File: config.mk
export PLATFORM = sky130hd
export DESIGN_NAME = tcc_top
export DESIGN_NICKNAME = d
export VERILOG_FILES = /design/src/tcc_edge_det.v /design/src/tcc_top.v
export VERILOG_INCLUDE_DIRS = /design/src /design/src/src
export SDC_FILE = /design/constraint.sdc
export NUM_CORES = 1
export LEC_CHECK = 0
export BUFFER_PORTS_ARGS = -buffer_cell sky130_fd_sc_hd__buf_2
export CORE_MARGIN = 2
export CORE_UTILIZATION = 58
export CTS_CLUSTER_SIZE = 25
export DETAILED_ROUTE_END_ITERATION = 12
export PLACE_DENSITY = 0.81
export SYNTH_ARGS = -nofsm -noshare
export SYNTH_HDL_FRONTEND = slang
export SYNTH_SLANG_ARGS = --single-unit
export TNS_END_PERCENT = 5
File: constraint.sdc
create_clock -name pclk -period 2.26 [get_ports pclk]
set_input_delay 0.339 -clock pclk [delete_from_list [all_inputs] [get_ports pclk]]
set_output_delay 0.339 -clock pclk [all_outputs]
set_load 0.02 [all_outputs]
File: src/tcc_regs.vh
// register offsets, field positions and reset values of the 16-bit capture/compare timer
`ifndef TCC_REGS_VH
`define TCC_REGS_VH

`define TCC_OFF_CTRL 12'h000
`define TCC_OFF_PRM 12'h004
`define TCC_OFF_CRC 12'h008
`define TCC_OFF_EDGE 12'h00C
`define TCC_OFF_STAT 12'h010
`define TCC_OFF_CNT 12'h014
`define TCC_OFF_CCA 12'h018
`define TCC_OFF_CCB 12'h01C

`define TCC_CTRL_MODE_LSB 0
`define TCC_CTRL_OS_EN 2
`define TCC_CTRL_OS_TRIG 3
`define TCC_PRM_DIV_LSB 0
`define TCC_PRM_EXT 2
`define TCC_CRC_CAP_A 0
`define TCC_CRC_REV 1
`define TCC_CRC_CAP_B 2
`define TCC_EDGE_A_LSB 0
`define TCC_EDGE_B_LSB 2
`define TCC_STAT_OVF 0
`define TCC_STAT_OUT 1
`define TCC_STAT_RUN 2

`define TCC_MODE_STOP 2'h0
`define TCC_MODE_EDGE_CLR 2'h1
`define TCC_MODE_FREE 2'h2
`define TCC_MODE_MATCH_CLR 2'h3

`define TCC_EDGE_FALL 2'h0
`define TCC_EDGE_RISE 2'h1
`define TCC_EDGE_NONE 2'h2
`define TCC_EDGE_BOTH 2'h3

`define TCC_CNT_MAX 16'hFFFF
`define TCC_CNT_ZERO 16'h0000
`define TCC_RST_REG 16'h0000

`endif

File: src/tcc_edge_det.v
// two-sample noise filter and valid-edge detector for one trigger input
`timescale 1ns/1ps
`include "tcc_regs.vh"

module tcc_edge_det
(
    // clock and reset
    input wire pclk,
    input wire presetn,
    // control
    input wire sample,
    input wire run,
    input wire [1:0] edge_sel,
    // pin
    input wire din,
    // results
    output reg valid_r,
    output reg rev_r
);

    reg smp_r;
    reg filt_r;
    reg armed_r;
    wire settle;
    wire rise;
    wire fall;

    function sel_ok;
        input [1:0] sel;
        input rising;
        begin
            sel_ok = (sel == `TCC_EDGE_BOTH) || (rising ? sel == `TCC_EDGE_RISE : sel == `TCC_EDGE_FALL);
        end
    endfunction

    // new level seen on two consecutive samples
    assign settle = sample && (din == smp_r) && (din != filt_r);
    assign rise = settle && din;
    assign fall = settle && !din;

    always @(posedge pclk or negedge presetn)
    begin
        if (!presetn)
        begin
            smp_r <= 1'b0;
            filt_r <= 1'b0;
            armed_r <= 1'b0;
            valid_r <= 1'b0;
            rev_r <= 1'b0;
        end
        else
        begin
            valid_r <= 1'b0;
            rev_r <= 1'b0;
            if (run)
                armed_r <= 1'b1;
            if (sample && (run || armed_r))
                smp_r <= din;
            // level low since reset, so a high pin at first enable reads as a rise
            if (settle && (run || armed_r))
                filt_r <= din;
            if (run)
            begin
                // stopped timer reports nothing
                valid_r <= (rise && sel_ok(edge_sel, 1'b1)) || (fall && sel_ok(edge_sel, 1'b0));
                rev_r <= (rise && edge_sel == `TCC_EDGE_FALL) || (fall && edge_sel == `TCC_EDGE_RISE);
            end
        end
    end

endmodule

File: src/tcc_top.v
// 16-bit timer/event counter channel with two capture/compare registers and APB access
//
// Contract
// overflow clear before counter reaches 0001H is cancelled; flag set again.
// one-shot output in free-run and edge-clear modes, never in match-clear mode.
// capture by input A is wrong when input A edge is the count clock.
// trigger pulses must last longer than two prescaled count clocks.
// capture on count clock falling edge; interrupt at following rising edge.
// reverse-phase capture into register A raises no interrupt A.
// reverse-phase mode: input B edge skips capture A but raises interrupt A.
// software should mask interrupt A if that external interrupt is unwanted.
// high input at first enable after reset counts as rising edge.
// high input at a later re-enable is no rising edge; code sees a rise made while stopped if prescaler-sampled at div_sel_r not 0.
// input A sampled on pclk as count clock, prescaled clock as trigger.
// valid edge needs new level on two consecutive samples.
// trigger inputs ignored while the counter is stopped.
// overflow flag set on overflow and on FFFFH match-clear to 0000H.
// edge of input A selected only while mode is stop.
// counter and capture/compare registers are 16 bits wide.
//
// The APB interface to the registers and the placing of the registers are this design's own decisions.
`timescale 1ns/1ps
`include "tcc_regs.vh"

module tcc_top
(
    // clock and reset
    input wire pclk,
    input wire presetn,
    // apb slave
    input wire psel,
    input wire penable,
    input wire pwrite,
    input wire [11:0] paddr,
    input wire [31:0] pwdata,
    output reg [31:0] prdata,
    output reg pready,
    output reg pslverr,
    // trigger pins
    input wire trigger_input_a,
    input wire trigger_input_b,
    // timer outputs
    output reg interrupt_a,
    output reg interrupt_b,
    output reg timer_out
);

    // software registers
    reg [1:0] mode_r;
    reg os_en_r;
    reg [1:0] div_sel_r;
    reg ext_clk_r;
    reg [2:0] crc_r;
    reg [3:0] edge_r;
    // counter state
    reg [15:0] sixteen_bit_counter;
    reg [15:0] capture_compare_reg_a;
    reg [15:0] capture_compare_reg_b;
    reg overflow_flag;
    reg ovf_win_r;
    reg [2:0] pre_r;
    reg os_arm_r;
    // capture pipeline
    reg cap_req_a_r;
    reg cap_req_b_r;
    reg irq_req_a_r;
    reg irq_req_b_r;
    reg irq_pend_a_r;
    reg irq_pend_b_r;

    wire run;
    wire [2:0] pre_max;
    wire rise_tick;
    wire fall_tick;
    wire edge_a;
    wire rev_a;
    wire edge_b;
    wire cnt_tick;
    wire match_a;
    wire match_b;
    wire ovf_evt;
    wire access;
    wire wr;
    wire sw_ovf_clr;
    wire os_trig;
    reg [31:0] rd_nxt;
    reg dec_ok;

    function hit;
        input [11:0] addr;
        input [11:0] off;
        begin
            hit = (addr == off);
        end
    endfunction

    assign run = (mode_r != `TCC_MODE_STOP);
    assign pre_max = (3'h1 << div_sel_r) - 3'h1;
    // prescaled count clock: rising edge closes the period, falling edge at mid period
    assign rise_tick = (pre_r == pre_max);
    assign fall_tick = (div_sel_r == 2'h0) || (pre_r == (pre_max >> 1));

    tcc_edge_det u_edge_a
    (
        .pclk(pclk),
        .presetn(presetn),
        .sample(ext_clk_r ? 1'b1 : rise_tick),
        .run(run),
        .edge_sel(edge_r[`TCC_EDGE_A_LSB +: 2]),
        .din(trigger_input_a),
        .valid_r(edge_a),
        .rev_r(rev_a)
    );

    tcc_edge_det u_edge_b
    (
        .pclk(pclk),
        .presetn(presetn),
        .sample(rise_tick),
        .run(run),
        .edge_sel(edge_r[`TCC_EDGE_B_LSB +: 2]),
        .din(trigger_input_b),
        .valid_r(edge_b),
        .rev_r()
    );

    assign cnt_tick = run && (ext_clk_r ? edge_a : rise_tick);
    assign match_a = cnt_tick && (sixteen_bit_counter == capture_compare_reg_a);
    assign match_b = cnt_tick && (sixteen_bit_counter == capture_compare_reg_b);
    // wrap from FFFFH, whether by overflow or by an FFFFH match clear
    assign ovf_evt = cnt_tick && (sixteen_bit_counter == `TCC_CNT_MAX);

    assign access = psel && penable && pready;
    assign wr = access && pwrite && dec_ok;
    assign sw_ovf_clr = wr && hit(paddr, `TCC_OFF_STAT) && pwdata[`TCC_STAT_OVF];
    assign os_trig = (wr && hit(paddr, `TCC_OFF_CTRL) && pwdata[`TCC_CTRL_OS_TRIG])
        || (mode_r == `TCC_MODE_EDGE_CLR && edge_a && !ext_clk_r);

    // read mux and address decode
    always @*
    begin
        rd_nxt = 32'h00000000;
        dec_ok = 1'b1;
        case (paddr)
            `TCC_OFF_CTRL: rd_nxt = {29'h0, os_en_r, mode_r};
            `TCC_OFF_PRM: rd_nxt = {29'h0, ext_clk_r, div_sel_r};
            `TCC_OFF_CRC: rd_nxt = {29'h0, crc_r};
            `TCC_OFF_EDGE: rd_nxt = {28'h0, edge_r};
            `TCC_OFF_STAT: rd_nxt = {29'h0, run, timer_out, overflow_flag};
            `TCC_OFF_CNT: rd_nxt = {16'h0, sixteen_bit_counter};
            `TCC_OFF_CCA: rd_nxt = {16'h0, capture_compare_reg_a};
            `TCC_OFF_CCB: rd_nxt = {16'h0, capture_compare_reg_b};
            default: dec_ok = 1'b0;
        endcase
    end

    // apb slave: one wait state, data and error registered with pready
    always @(posedge pclk or negedge presetn)
    begin
        if (!presetn)
        begin
            pready <= 1'b0;
            prdata <= 32'h00000000;
            pslverr <= 1'b0;
        end
        else
        begin
            pready <= psel && penable && !pready;
            pslverr <= psel && penable && !pready && !dec_ok;
            if (psel && penable && !pready && !pwrite)
                prdata <= rd_nxt;
        end
    end

    // control registers
    always @(posedge pclk or negedge presetn)
    begin
        if (!presetn)
        begin
            mode_r <= `TCC_MODE_STOP;
            os_en_r <= 1'b0;
            div_sel_r <= 2'h0;
            ext_clk_r <= 1'b0;
            crc_r <= 3'h0;
            edge_r <= {`TCC_EDGE_FALL, `TCC_EDGE_FALL};
        end
        else if (wr)
        begin
            if (hit(paddr, `TCC_OFF_CTRL))
            begin
                mode_r <= pwdata[`TCC_CTRL_MODE_LSB +: 2];
                os_en_r <= pwdata[`TCC_CTRL_OS_EN];
            end
            if (hit(paddr, `TCC_OFF_PRM))
            begin
                div_sel_r <= pwdata[`TCC_PRM_DIV_LSB +: 2];
                ext_clk_r <= pwdata[`TCC_PRM_EXT];
            end
            if (hit(paddr, `TCC_OFF_CRC))
                crc_r <= pwdata[2:0];
            // edges only take effect while stopped
            if (hit(paddr, `TCC_OFF_EDGE) && !run)
                edge_r <= pwdata[3:0];
        end
    end

    // prescaler and counter
    always @(posedge pclk or negedge presetn)
    begin
        if (!presetn)
        begin
            pre_r <= 3'h0;
            sixteen_bit_counter <= `TCC_CNT_ZERO;
        end
        else if (!run)
        begin
            pre_r <= 3'h0;
            sixteen_bit_counter <= `TCC_CNT_ZERO;
        end
        else
        begin
            pre_r <= rise_tick ? 3'h0 : pre_r + 3'h1;
            if (mode_r == `TCC_MODE_EDGE_CLR && edge_a && !ext_clk_r)
                sixteen_bit_counter <= `TCC_CNT_ZERO;
            else if (mode_r == `TCC_MODE_MATCH_CLR && match_a)
                sixteen_bit_counter <= `TCC_CNT_ZERO;
            else if (cnt_tick)
                sixteen_bit_counter <= sixteen_bit_counter + 16'h0001;
        end
    end

    // overflow flag; a clear while the counter still sits at 0000H is undone
    always @(posedge pclk or negedge presetn)
    begin
        if (!presetn)
        begin
            overflow_flag <= 1'b0;
            ovf_win_r <= 1'b0;
        end
        else
        begin
            if (ovf_evt)
                ovf_win_r <= 1'b1;
            else if (cnt_tick || !run)
                ovf_win_r <= 1'b0;
            if (ovf_evt || (ovf_win_r && !cnt_tick && run))
                overflow_flag <= 1'b1;
            else if (sw_ovf_clr)
                overflow_flag <= 1'b0;
        end
    end

    // capture requests, latch at count clock falling edge, interrupt at next rising edge
    always @(posedge pclk or negedge presetn)
    begin
        if (!presetn)
        begin
            capture_compare_reg_a <= `TCC_RST_REG;
            capture_compare_reg_b <= `TCC_RST_REG;
            cap_req_a_r <= 1'b0;
            cap_req_b_r <= 1'b0;
            irq_req_a_r <= 1'b0;
            irq_req_b_r <= 1'b0;
            irq_pend_a_r <= 1'b0;
            irq_pend_b_r <= 1'b0;
        end
        else if (!run)
        begin
            cap_req_a_r <= 1'b0;
            cap_req_b_r <= 1'b0;
            irq_req_a_r <= 1'b0;
            irq_req_b_r <= 1'b0;
            irq_pend_a_r <= 1'b0;
            irq_pend_b_r <= 1'b0;
            if (wr && hit(paddr, `TCC_OFF_CCA))
                capture_compare_reg_a <= pwdata[15:0];
            if (wr && hit(paddr, `TCC_OFF_CCB))
                capture_compare_reg_b <= pwdata[15:0];
        end
        else
        begin
            if (fall_tick)
            begin
                if (cap_req_a_r)
                    capture_compare_reg_a <= sixteen_bit_counter;
                if (cap_req_b_r)
                    capture_compare_reg_b <= sixteen_bit_counter;
                cap_req_a_r <= 1'b0;
                cap_req_b_r <= 1'b0;
                irq_req_a_r <= 1'b0;
                irq_req_b_r <= 1'b0;
                irq_pend_a_r <= irq_req_a_r || (irq_pend_a_r && !rise_tick);
                irq_pend_b_r <= irq_req_b_r || (irq_pend_b_r && !rise_tick);
            end
            else if (rise_tick)
            begin
                irq_pend_a_r <= 1'b0;
                irq_pend_b_r <= 1'b0;
            end
            if (crc_r[`TCC_CRC_CAP_A])
            begin
                if (crc_r[`TCC_CRC_REV])
                begin
                    // opposite edge of input A captures silently
                    if (rev_a)
                        cap_req_a_r <= 1'b1;
                    // input B only raises the external interrupt
                    if (edge_b)
                        irq_req_a_r <= 1'b1;
                end
                else if (edge_b)
                begin
                    cap_req_a_r <= 1'b1;
                    irq_req_a_r <= 1'b1;
                end
            end
            if (crc_r[`TCC_CRC_CAP_B] && edge_a)
            begin
                cap_req_b_r <= 1'b1;
                irq_req_b_r <= 1'b1;
            end
            if (wr && hit(paddr, `TCC_OFF_CCA) && !crc_r[`TCC_CRC_CAP_A] && !cap_req_a_r)
                capture_compare_reg_a <= pwdata[15:0];
            if (wr && hit(paddr, `TCC_OFF_CCB) && !crc_r[`TCC_CRC_CAP_B] && !cap_req_b_r)
                capture_compare_reg_b <= pwdata[15:0];
        end
    end

    // interrupt pulses and one-shot output
    always @(posedge pclk or negedge presetn)
    begin
        if (!presetn)
        begin
            interrupt_a <= 1'b0;
            interrupt_b <= 1'b0;
            timer_out <= 1'b0;
            os_arm_r <= 1'b0;
        end
        else
        begin
            interrupt_a <= (rise_tick && irq_pend_a_r && !(fall_tick && div_sel_r != 2'h0))
                || (match_a && !crc_r[`TCC_CRC_CAP_A]);
            interrupt_b <= (rise_tick && irq_pend_b_r) || (match_b && !crc_r[`TCC_CRC_CAP_B]);
            if (!run || !os_en_r || mode_r == `TCC_MODE_MATCH_CLR)
            begin
                os_arm_r <= 1'b0;
                timer_out <= 1'b0;
            end
            else
            begin
                if (os_trig)
                    os_arm_r <= 1'b1;
                if (os_arm_r && match_b)
                    timer_out <= 1'b1;
                if (os_arm_r && match_a && timer_out)
                begin
                    timer_out <= 1'b0;
                    os_arm_r <= 1'b0;
                end
            end
        end
    end

endmodule

# Word-level counts from Yosys, hierarchy flattened
# Cells that the tools add are included.
totals:
  in_bits: 51
  out_inout_bits: 37
  register_bits: 117
  wordCells: 225
classes:
  mux: 51
  eq_ne: 29
  shift: 1
  add_sub_neg: 3
  reduce_logical: 109
op_table:
  columns: ["operator", "n"]
  rows:
  - ["16-bit two-way mux", 14]
  - ["16-bit one-hot mux with 8 select lines", 1]
  - ["1-bit logical AND", 57]
  - ["12-bit by 5-bit equality test with 1-bit output, second input constant", 4]
  - ["1-bit two-way mux", 34]
  - ["16-bit equality test", 2]
  - ["12-bit by 4-bit equality test with 1-bit output, second input constant", 2]
  - ["1-bit logical OR", 18]
  - ["16-bit by 1-bit adder with 16-bit output, second input constant", 1]
  - ["16-bit equality test, second input constant", 1]
  - ["1-bit logical NOT", 15]
  - ["12-bit by 3-bit equality test with 1-bit output, second input constant", 1]
  - ["12-bit logical NOT", 1]
  - ["3-bit by 1-bit != test with 1-bit output, second input constant", 4]
  - ["2-bit nonzero test", 6]
  - ["2-bit AND reduction", 4]
  - ["8-bit OR reduction", 1]
  - ["2-bit by 1-bit equality test with 1-bit output, second input constant", 3]
  - ["2-bit equality test, second input constant", 3]
  - ["2-bit logical NOT", 3]
  - ["3-bit two-way mux", 2]
  - ["3-bit by 2-bit != test with 1-bit output, second input constant", 2]
  - ["3-bit AND reduction", 2]
  - ["3-bit nonzero test", 2]
  - ["8 further kinds", 10]

# Logic depth before layout (Yosys ltp)
logic_depth:
  depth_word: 10
  mapped_depth: 8
  mapped_depth_nobuf: 5

# Cells and area by module
# A second synthesis with hierarchy kept.
hier_totals:
  hier_cells: 603
  area_unflattened_um2: 6123.4
modules_own_cells:
  columns: ["module", "instances", "cells_per_inst", "area_per_inst_um2", "seq_area_each_um2"]
  rows:
  - ["tcc_top", 1, 553, 5572.8, 2327.2]
  - ["tcc_edge_det", 2, 25, 275.3, 125.1]

# Worst setup path after synthesis
# No wires, ideal clock.
synth_path:
  path_type: "input port to flip-flop"
  start: "input paddr[10]"
  end: "register capture_compare_reg_a[10]"
  arrival_time_ns: 1.838
  setup_slack_ns: 0.300
  path_buffers: 1
  required_ns: 2.137
  setup_time_ns: 0.123
  cell_stages: 6
  path_cell_list: "nor4_4 nand4_1 nor3b_2 nand3_2 buf_2 o221a_2"
synth_via:
  elab_chain_len: 9
  word_cells_on_any_way: 20
  cone_classes: "9 x eq/ne; 3 x mux; 8 x reduce/logical"
synth_rtl:
  columns: ["element", "line", "text"]
  rows:
  - ["start, declared", "tcc_top.v:34", "input wire [11:0] paddr,"]
  - ["12-bit by 5-bit equality test with 1-bit output (tied with other cells)", "tcc_top.v:144", "case (paddr)"]
  - ["8-bit OR reduction (no line)", null, null]
  - ["1-bit two-way mux", "tcc_top.v:144", null]
  - ["1-bit logical AND", "tcc_top.v:134", "assign wr = access && pwrite && dec_ok;"]
  - ["1-bit logical AND (*)", "tcc_top.v:275, tcc_top.v:322", null]
  - ["1-bit logical AND (2 in a row)", "tcc_top.v:322", "if (wr && hit(paddr, `TCC_OFF_CCA) && !crc_r[`TCC_CRC_CAP_A] && !cap_req_a_r)"]
  - ["3-bit by 1-bit != test with 1-bit output (no line) (tied with other cells)", null, null]
  - ["3-bit AND reduction (no line) / 16-bit two-way mux (equally long branches)", null, null]
  - ["end signal, assigned", "tcc_top.v:276", "capture_compare_reg_a <= pwdata[15:0];"]
  - ["end signal, assigned", "tcc_top.v:285", "capture_compare_reg_a <= sixteen_bit_counter;"]
  - ["end signal, assigned", "tcc_top.v:323", "capture_compare_reg_a <= pwdata[15:0];"]
  - ["end, declared", "tcc_top.v:57", "reg [15:0] capture_compare_reg_a;"]
# Mark *: on every way between the ends. The rest lies on a longest branch, timed or not.
# A chain may end at the register's enable or synchronous reset.

# Worst setup path in the final report
layout_path:
  start: "register pre_r[0]"
  end: "register sixteen_bit_counter[7]"
layout_via:
  elab_chain_len: 8
  word_cells_on_any_way: 9
  cone_classes: "2 x eq/ne; 4 x mux; 3 x reduce/logical"
layout_rtl:
  columns: ["element", "line", "text"]
  rows:
  - ["start, declared", "tcc_top.v:61", "reg [2:0] pre_r;"]
  - ["start signal, assigned", "tcc_top.v:222", "pre_r <= rise_tick ? 3'h0 : pre_r + 3'h1;"]
  - ["3-bit equality test (*)", "tcc_top.v:100", "assign rise_tick = (pre_r == pre_max);"]
  - ["1-bit two-way mux (*)", "tcc_top.v:127", "assign cnt_tick = run && (ext_clk_r ? edge_a : rise_tick);"]
  - ["1-bit logical AND (*)", "tcc_top.v:127", null]
  - ["1-bit logical AND", "tcc_top.v:128", "assign match_a = cnt_tick && (sixteen_bit_counter == capture_compare_reg_a);"]
  - ["1-bit logical AND", "tcc_top.v:225", "else if (mode_r == `TCC_MODE_MATCH_CLR && match_a)"]
  - ["16-bit two-way mux", "tcc_top.v:225", null]
  - ["16-bit two-way mux", "tcc_top.v:223", "if (mode_r == `TCC_MODE_EDGE_CLR && edge_a && !ext_clk_r)"]
  - ["16-bit two-way mux", "tcc_top.v:215", "else if (!run)"]
  - ["end signal, assigned", "tcc_top.v:218", "sixteen_bit_counter <= `TCC_CNT_ZERO;"]
  - ["end signal, assigned", "tcc_top.v:224", "sixteen_bit_counter <= `TCC_CNT_ZERO;"]
  - ["end signal, assigned", "tcc_top.v:226", "sixteen_bit_counter <= `TCC_CNT_ZERO;"]
  - ["end, declared", "tcc_top.v:56", "reg [15:0] sixteen_bit_counter;"]
# Marked as above.

==> impl_metrics.env <==
export IMPL_synthTopCellsByCount="101 x dfrtp_1, 59 x nor2_1, 54 x a21oi_1"
export IMPL_synth_compound_area_frac=0.172
export IMPL_core_rowCount=36
export IMPL_root_buffer="clkbuf_8"
export IMPL_critPathCaptureType="flop"
export IMPL_syn_to_final_growth_pct=12.2
export IMPL_overflow=0
export IMPL_p_seq_frac=0.537
export IMPL_synth_xor_area_share=0.0681
export IMPL_drive_gt1_frac=0.240
export IMPL_fillers=762
export IMPL_synth_fa_ha_area_frac=0.0151
export IMPL_cp_start_kind="flop"
export IMPL_drv_slew=0
export IMPL_fin_nets=699
export IMPL_slew_headroom=0.561
export IMPL_clkTransAtPathRegs_ns=0.09
export IMPL_synthTopCellsByArea="dfrtp_1 44%, xnor2_1 6.5%, a21oi_1 4.7%"
export IMPL_ios=88
export IMPL_stdcell_count=779
export IMPL_finish_instance_area_mm2=0.00649
export IMPL_antenna_cells=0
export IMPL_port_buffers=55
export IMPL_p_int_mw=2.63
export IMPL_wl_um=14800
export IMPL_numCtsBuffers=9
export IMPL_yosysTopAreaCell="dfrtp_1"
export IMPL_use_met1=0.374
export IMPL_crit_top_cell="o21ai_1"
export IMPL_p_leak_nw=2.86
export IMPL_grt_max_degree=57
export IMPL_required_ns=2.56
export IMPL_synth_area_per_cell_um2=9.84
export IMPL_fin_crit_ns=2.16
export IMPL_synth_top_area_share=0.437
export IMPL_clockBufferDepth=2
export IMPL_drt_pass1_iterations=5
export IMPL_cap_violations=0
export IMPL_clkLatencyLatePin_ns=0.39
export IMPL_drc=0
export IMPL_path_class="flop to flop"
export IMPL_fp_coreArea_mm2=0.00973
export IMPL_die_y_um=104
export IMPL_power_mw=3.56
export IMPL_max_freq_ghz=0.464
export IMPL_synth_top_family_by_area="compound AO/OA/AOI/OAI gates"
export IMPL_ant_nets=0
export IMPL_power_frac_comb=0.102
export IMPL_cp_arrival_ns=2.46
export IMPL_synthMuxAreaShare=0.0817
export IMPL_tightest_slew_ns=0.658
export IMPL_switching_power_uw=939
export IMPL_hp_class="primary input to flop"
export IMPL_setup_tns_ns=0
export IMPL_yosys_area_share_simple=0.165
export IMPL_powerDensity_mw_per_mm2=549
export IMPL_fin_util=0.668
export IMPL_synthCells=588
export IMPL_seq_area_frac_synth=0.437
export IMPL_gr_max_usage_layer="met2"
export IMPL_netlist_area_mm2=0.00579
export IMPL_grt_met2_usage=0.456
export IMPL_crit_family="simple AND/OR/NAND/NOR gates"
export IMPL_ys_flop_type="dfrtp_1"
export IMPL_die_area_mm2=0.0108
export IMPL_initial_core_util=0.595
export IMPL_dpl_instance_area_mm2=0.00625
export IMPL_gp_congestion=0.916
export IMPL_setup_viol=0
export IMPL_slowest_delay_ns=0.56
export IMPL_path_cells="or3_1, o21ai_1, o21ai_1, or4_1, a21oi_1"
export IMPL_rsz0062_at_grt="false"
export IMPL_ys_ff_latch=101
export IMPL_dp_cells=762
export IMPL_final_hold_violation_count=0
export IMPL_skew_ns=0.00920
export IMPL_cts_sinks=101
export IMPL_routed_via_density=6.26
export IMPL_cts_max_level=3
export IMPL_synthArstFlopShare=1.00
export IMPL_antenna_found_initial=0
export IMPL_p_clk_frac=0.361
export IMPL_grt_pass1_vias=4672
export IMPL_path_max_fanout=8
export IMPL_vias=4874
export IMPL_grt_use_total=0.280
export IMPL_switching_share=0.263
export IMPL_outcome="finished clean"
export IMPL_drt_initial_drc_count=378
export IMPL_period_share=0.954
export IMPL_cts_tree="yes"
export IMPL_wl_per_cell_um=19.0
export IMPL_synth_cell_type_count=63
export IMPL_die_x_um=104
export IMPL_cp_buffers_inverters=0
export IMPL_cpMaxStageDelayCell="or4_1"
export IMPL_peakVddDrop_mv=0.447
export IMPL_grt_first_pass_wirelength_um=24100
export IMPL_synth_edf_count=0
export IMPL_met3_usage=0.0583
export IMPL_synth_most_common_cell="dfrtp_1"
export IMPL_dp_hpwl_um=10600
export IMPL_synth_warnings=0
==> layout make-up <==
cell class	instances	area, µm²	area share
sequential	101	2530	0.389
inverter	11	41.3	0.00636
clock inverter	7	96.3	0.0148
tap	133	166	0.0256
clock buffer	9	124	0.0191
timing repair buffer	85	556	0.0855
multi-input combinational	433	2980	0.459
==> cell usage in the layout (no fill, tap or decap), types with 5 or more instances in the layout <==
cell type / instances
nand2_1: 33
buf_4: 26
mux2_2: 18
dfrtp_1: 101
nand4_1: 17
nand2b_1: 15
o221a_2: 16
and3_1: 5
buf_2: 54
ha_1: 7
xnor2_1: 43
nor2_1: 59
a22oi_1: 20
o31ai_1: 6
conb_1: 16
nor3_1: 7
mux2i_1: 18
inv_1: 11
nand3_1: 11
a21oi_1: 54
a211oi_1: 6
clkbuf_8: 9
o21ai_0: 13
==> state kept, by name, indices dropped and copies added, names as in the netlist, 2 cells and up <==
register and flops:
div_sel_r 2, capture_compare_reg_a 16, crc_r 3, sixteen_bit_counter 16, prdata 16, capture_compare_reg_b 16, pre_r 3, mode_r 2
edge_r 4
==> logic make-up (layout without fill, tap and decap cells) <==
group	after synthesis	in the layout
mux	40	40
other cells	1	16
buf+inv	69	112
fa+ha+maj	7	7
xor+xnor	45	45
flops	101	101
compound gates	142	142
simple gates	183	183
==> path summary, 6_finish.rpt <==
check                                      from                  endpoint  slack, ns  depth (start not counted)
worst max-delay path                   pre_r[0]    sixteen_bit_counter[7]       0.10                          5
worst max register to register         pre_r[0]    sixteen_bit_counter[7]       0.10                          5
max in group asynchronous               presetn                    pready       1.22                          3
worst min register to register    overflow_flag             overflow_flag       0.48                          1
min in group asynchronous               presetn  capture_compare_reg_b[7]       0.39                          2
worst min-delay path            trigger_input_a            u_edge_a.smp_r       0.23                          3
==> metrics by stage <==
stage               hold WS [ns]  worst slack [ns]
floorplan                 0.0434             0.300
global placement           0.270             0.123
detailed placement         0.270            0.0676
CTS                        0.222            0.0698
global route               0.226            0.0100
finish                     0.228             0.104
==> layer usage <==
layer  part of all wire  wire length [µm]
met5                  0                 0
met4              0.025               376
met3              0.082              1220
met1               0.41              6010
met2               0.49              7190
==> worst reg2reg max path: stages (launching register included) <==
cell	delay, ns
dfrtp_1	0.48
or3_1	0.45
o21ai_1	0.19
o21ai_1	0.22
or4_1	0.56
a21oi_1	0.19
==> power groups by stage <==
| stage | combinational [mW] | sequential, mW | clock [mW] |
|---|---|---|---|
| floorplan | 0.166 | 2.00 | 0 |
| CTS | 0.365 | 1.91 | 1.31 |
| finish | 0.364 | 1.91 | 1.29 |
| detailed placement | 0.362 | 1.95 | 0 |
| global placement | 0.351 | 1.94 | 0 |
| global route | 0.402 | 1.92 | 1.37 |
==> timing repair <==
action,4_1_cts,5_1_grt
hold buffers,1,0
hold endpoints to repair,21,0
endpoints found under the setup margin,0,4
setup buffers,0,0
gates resized for setup,0,2
(Power assumes the default switching activity.)
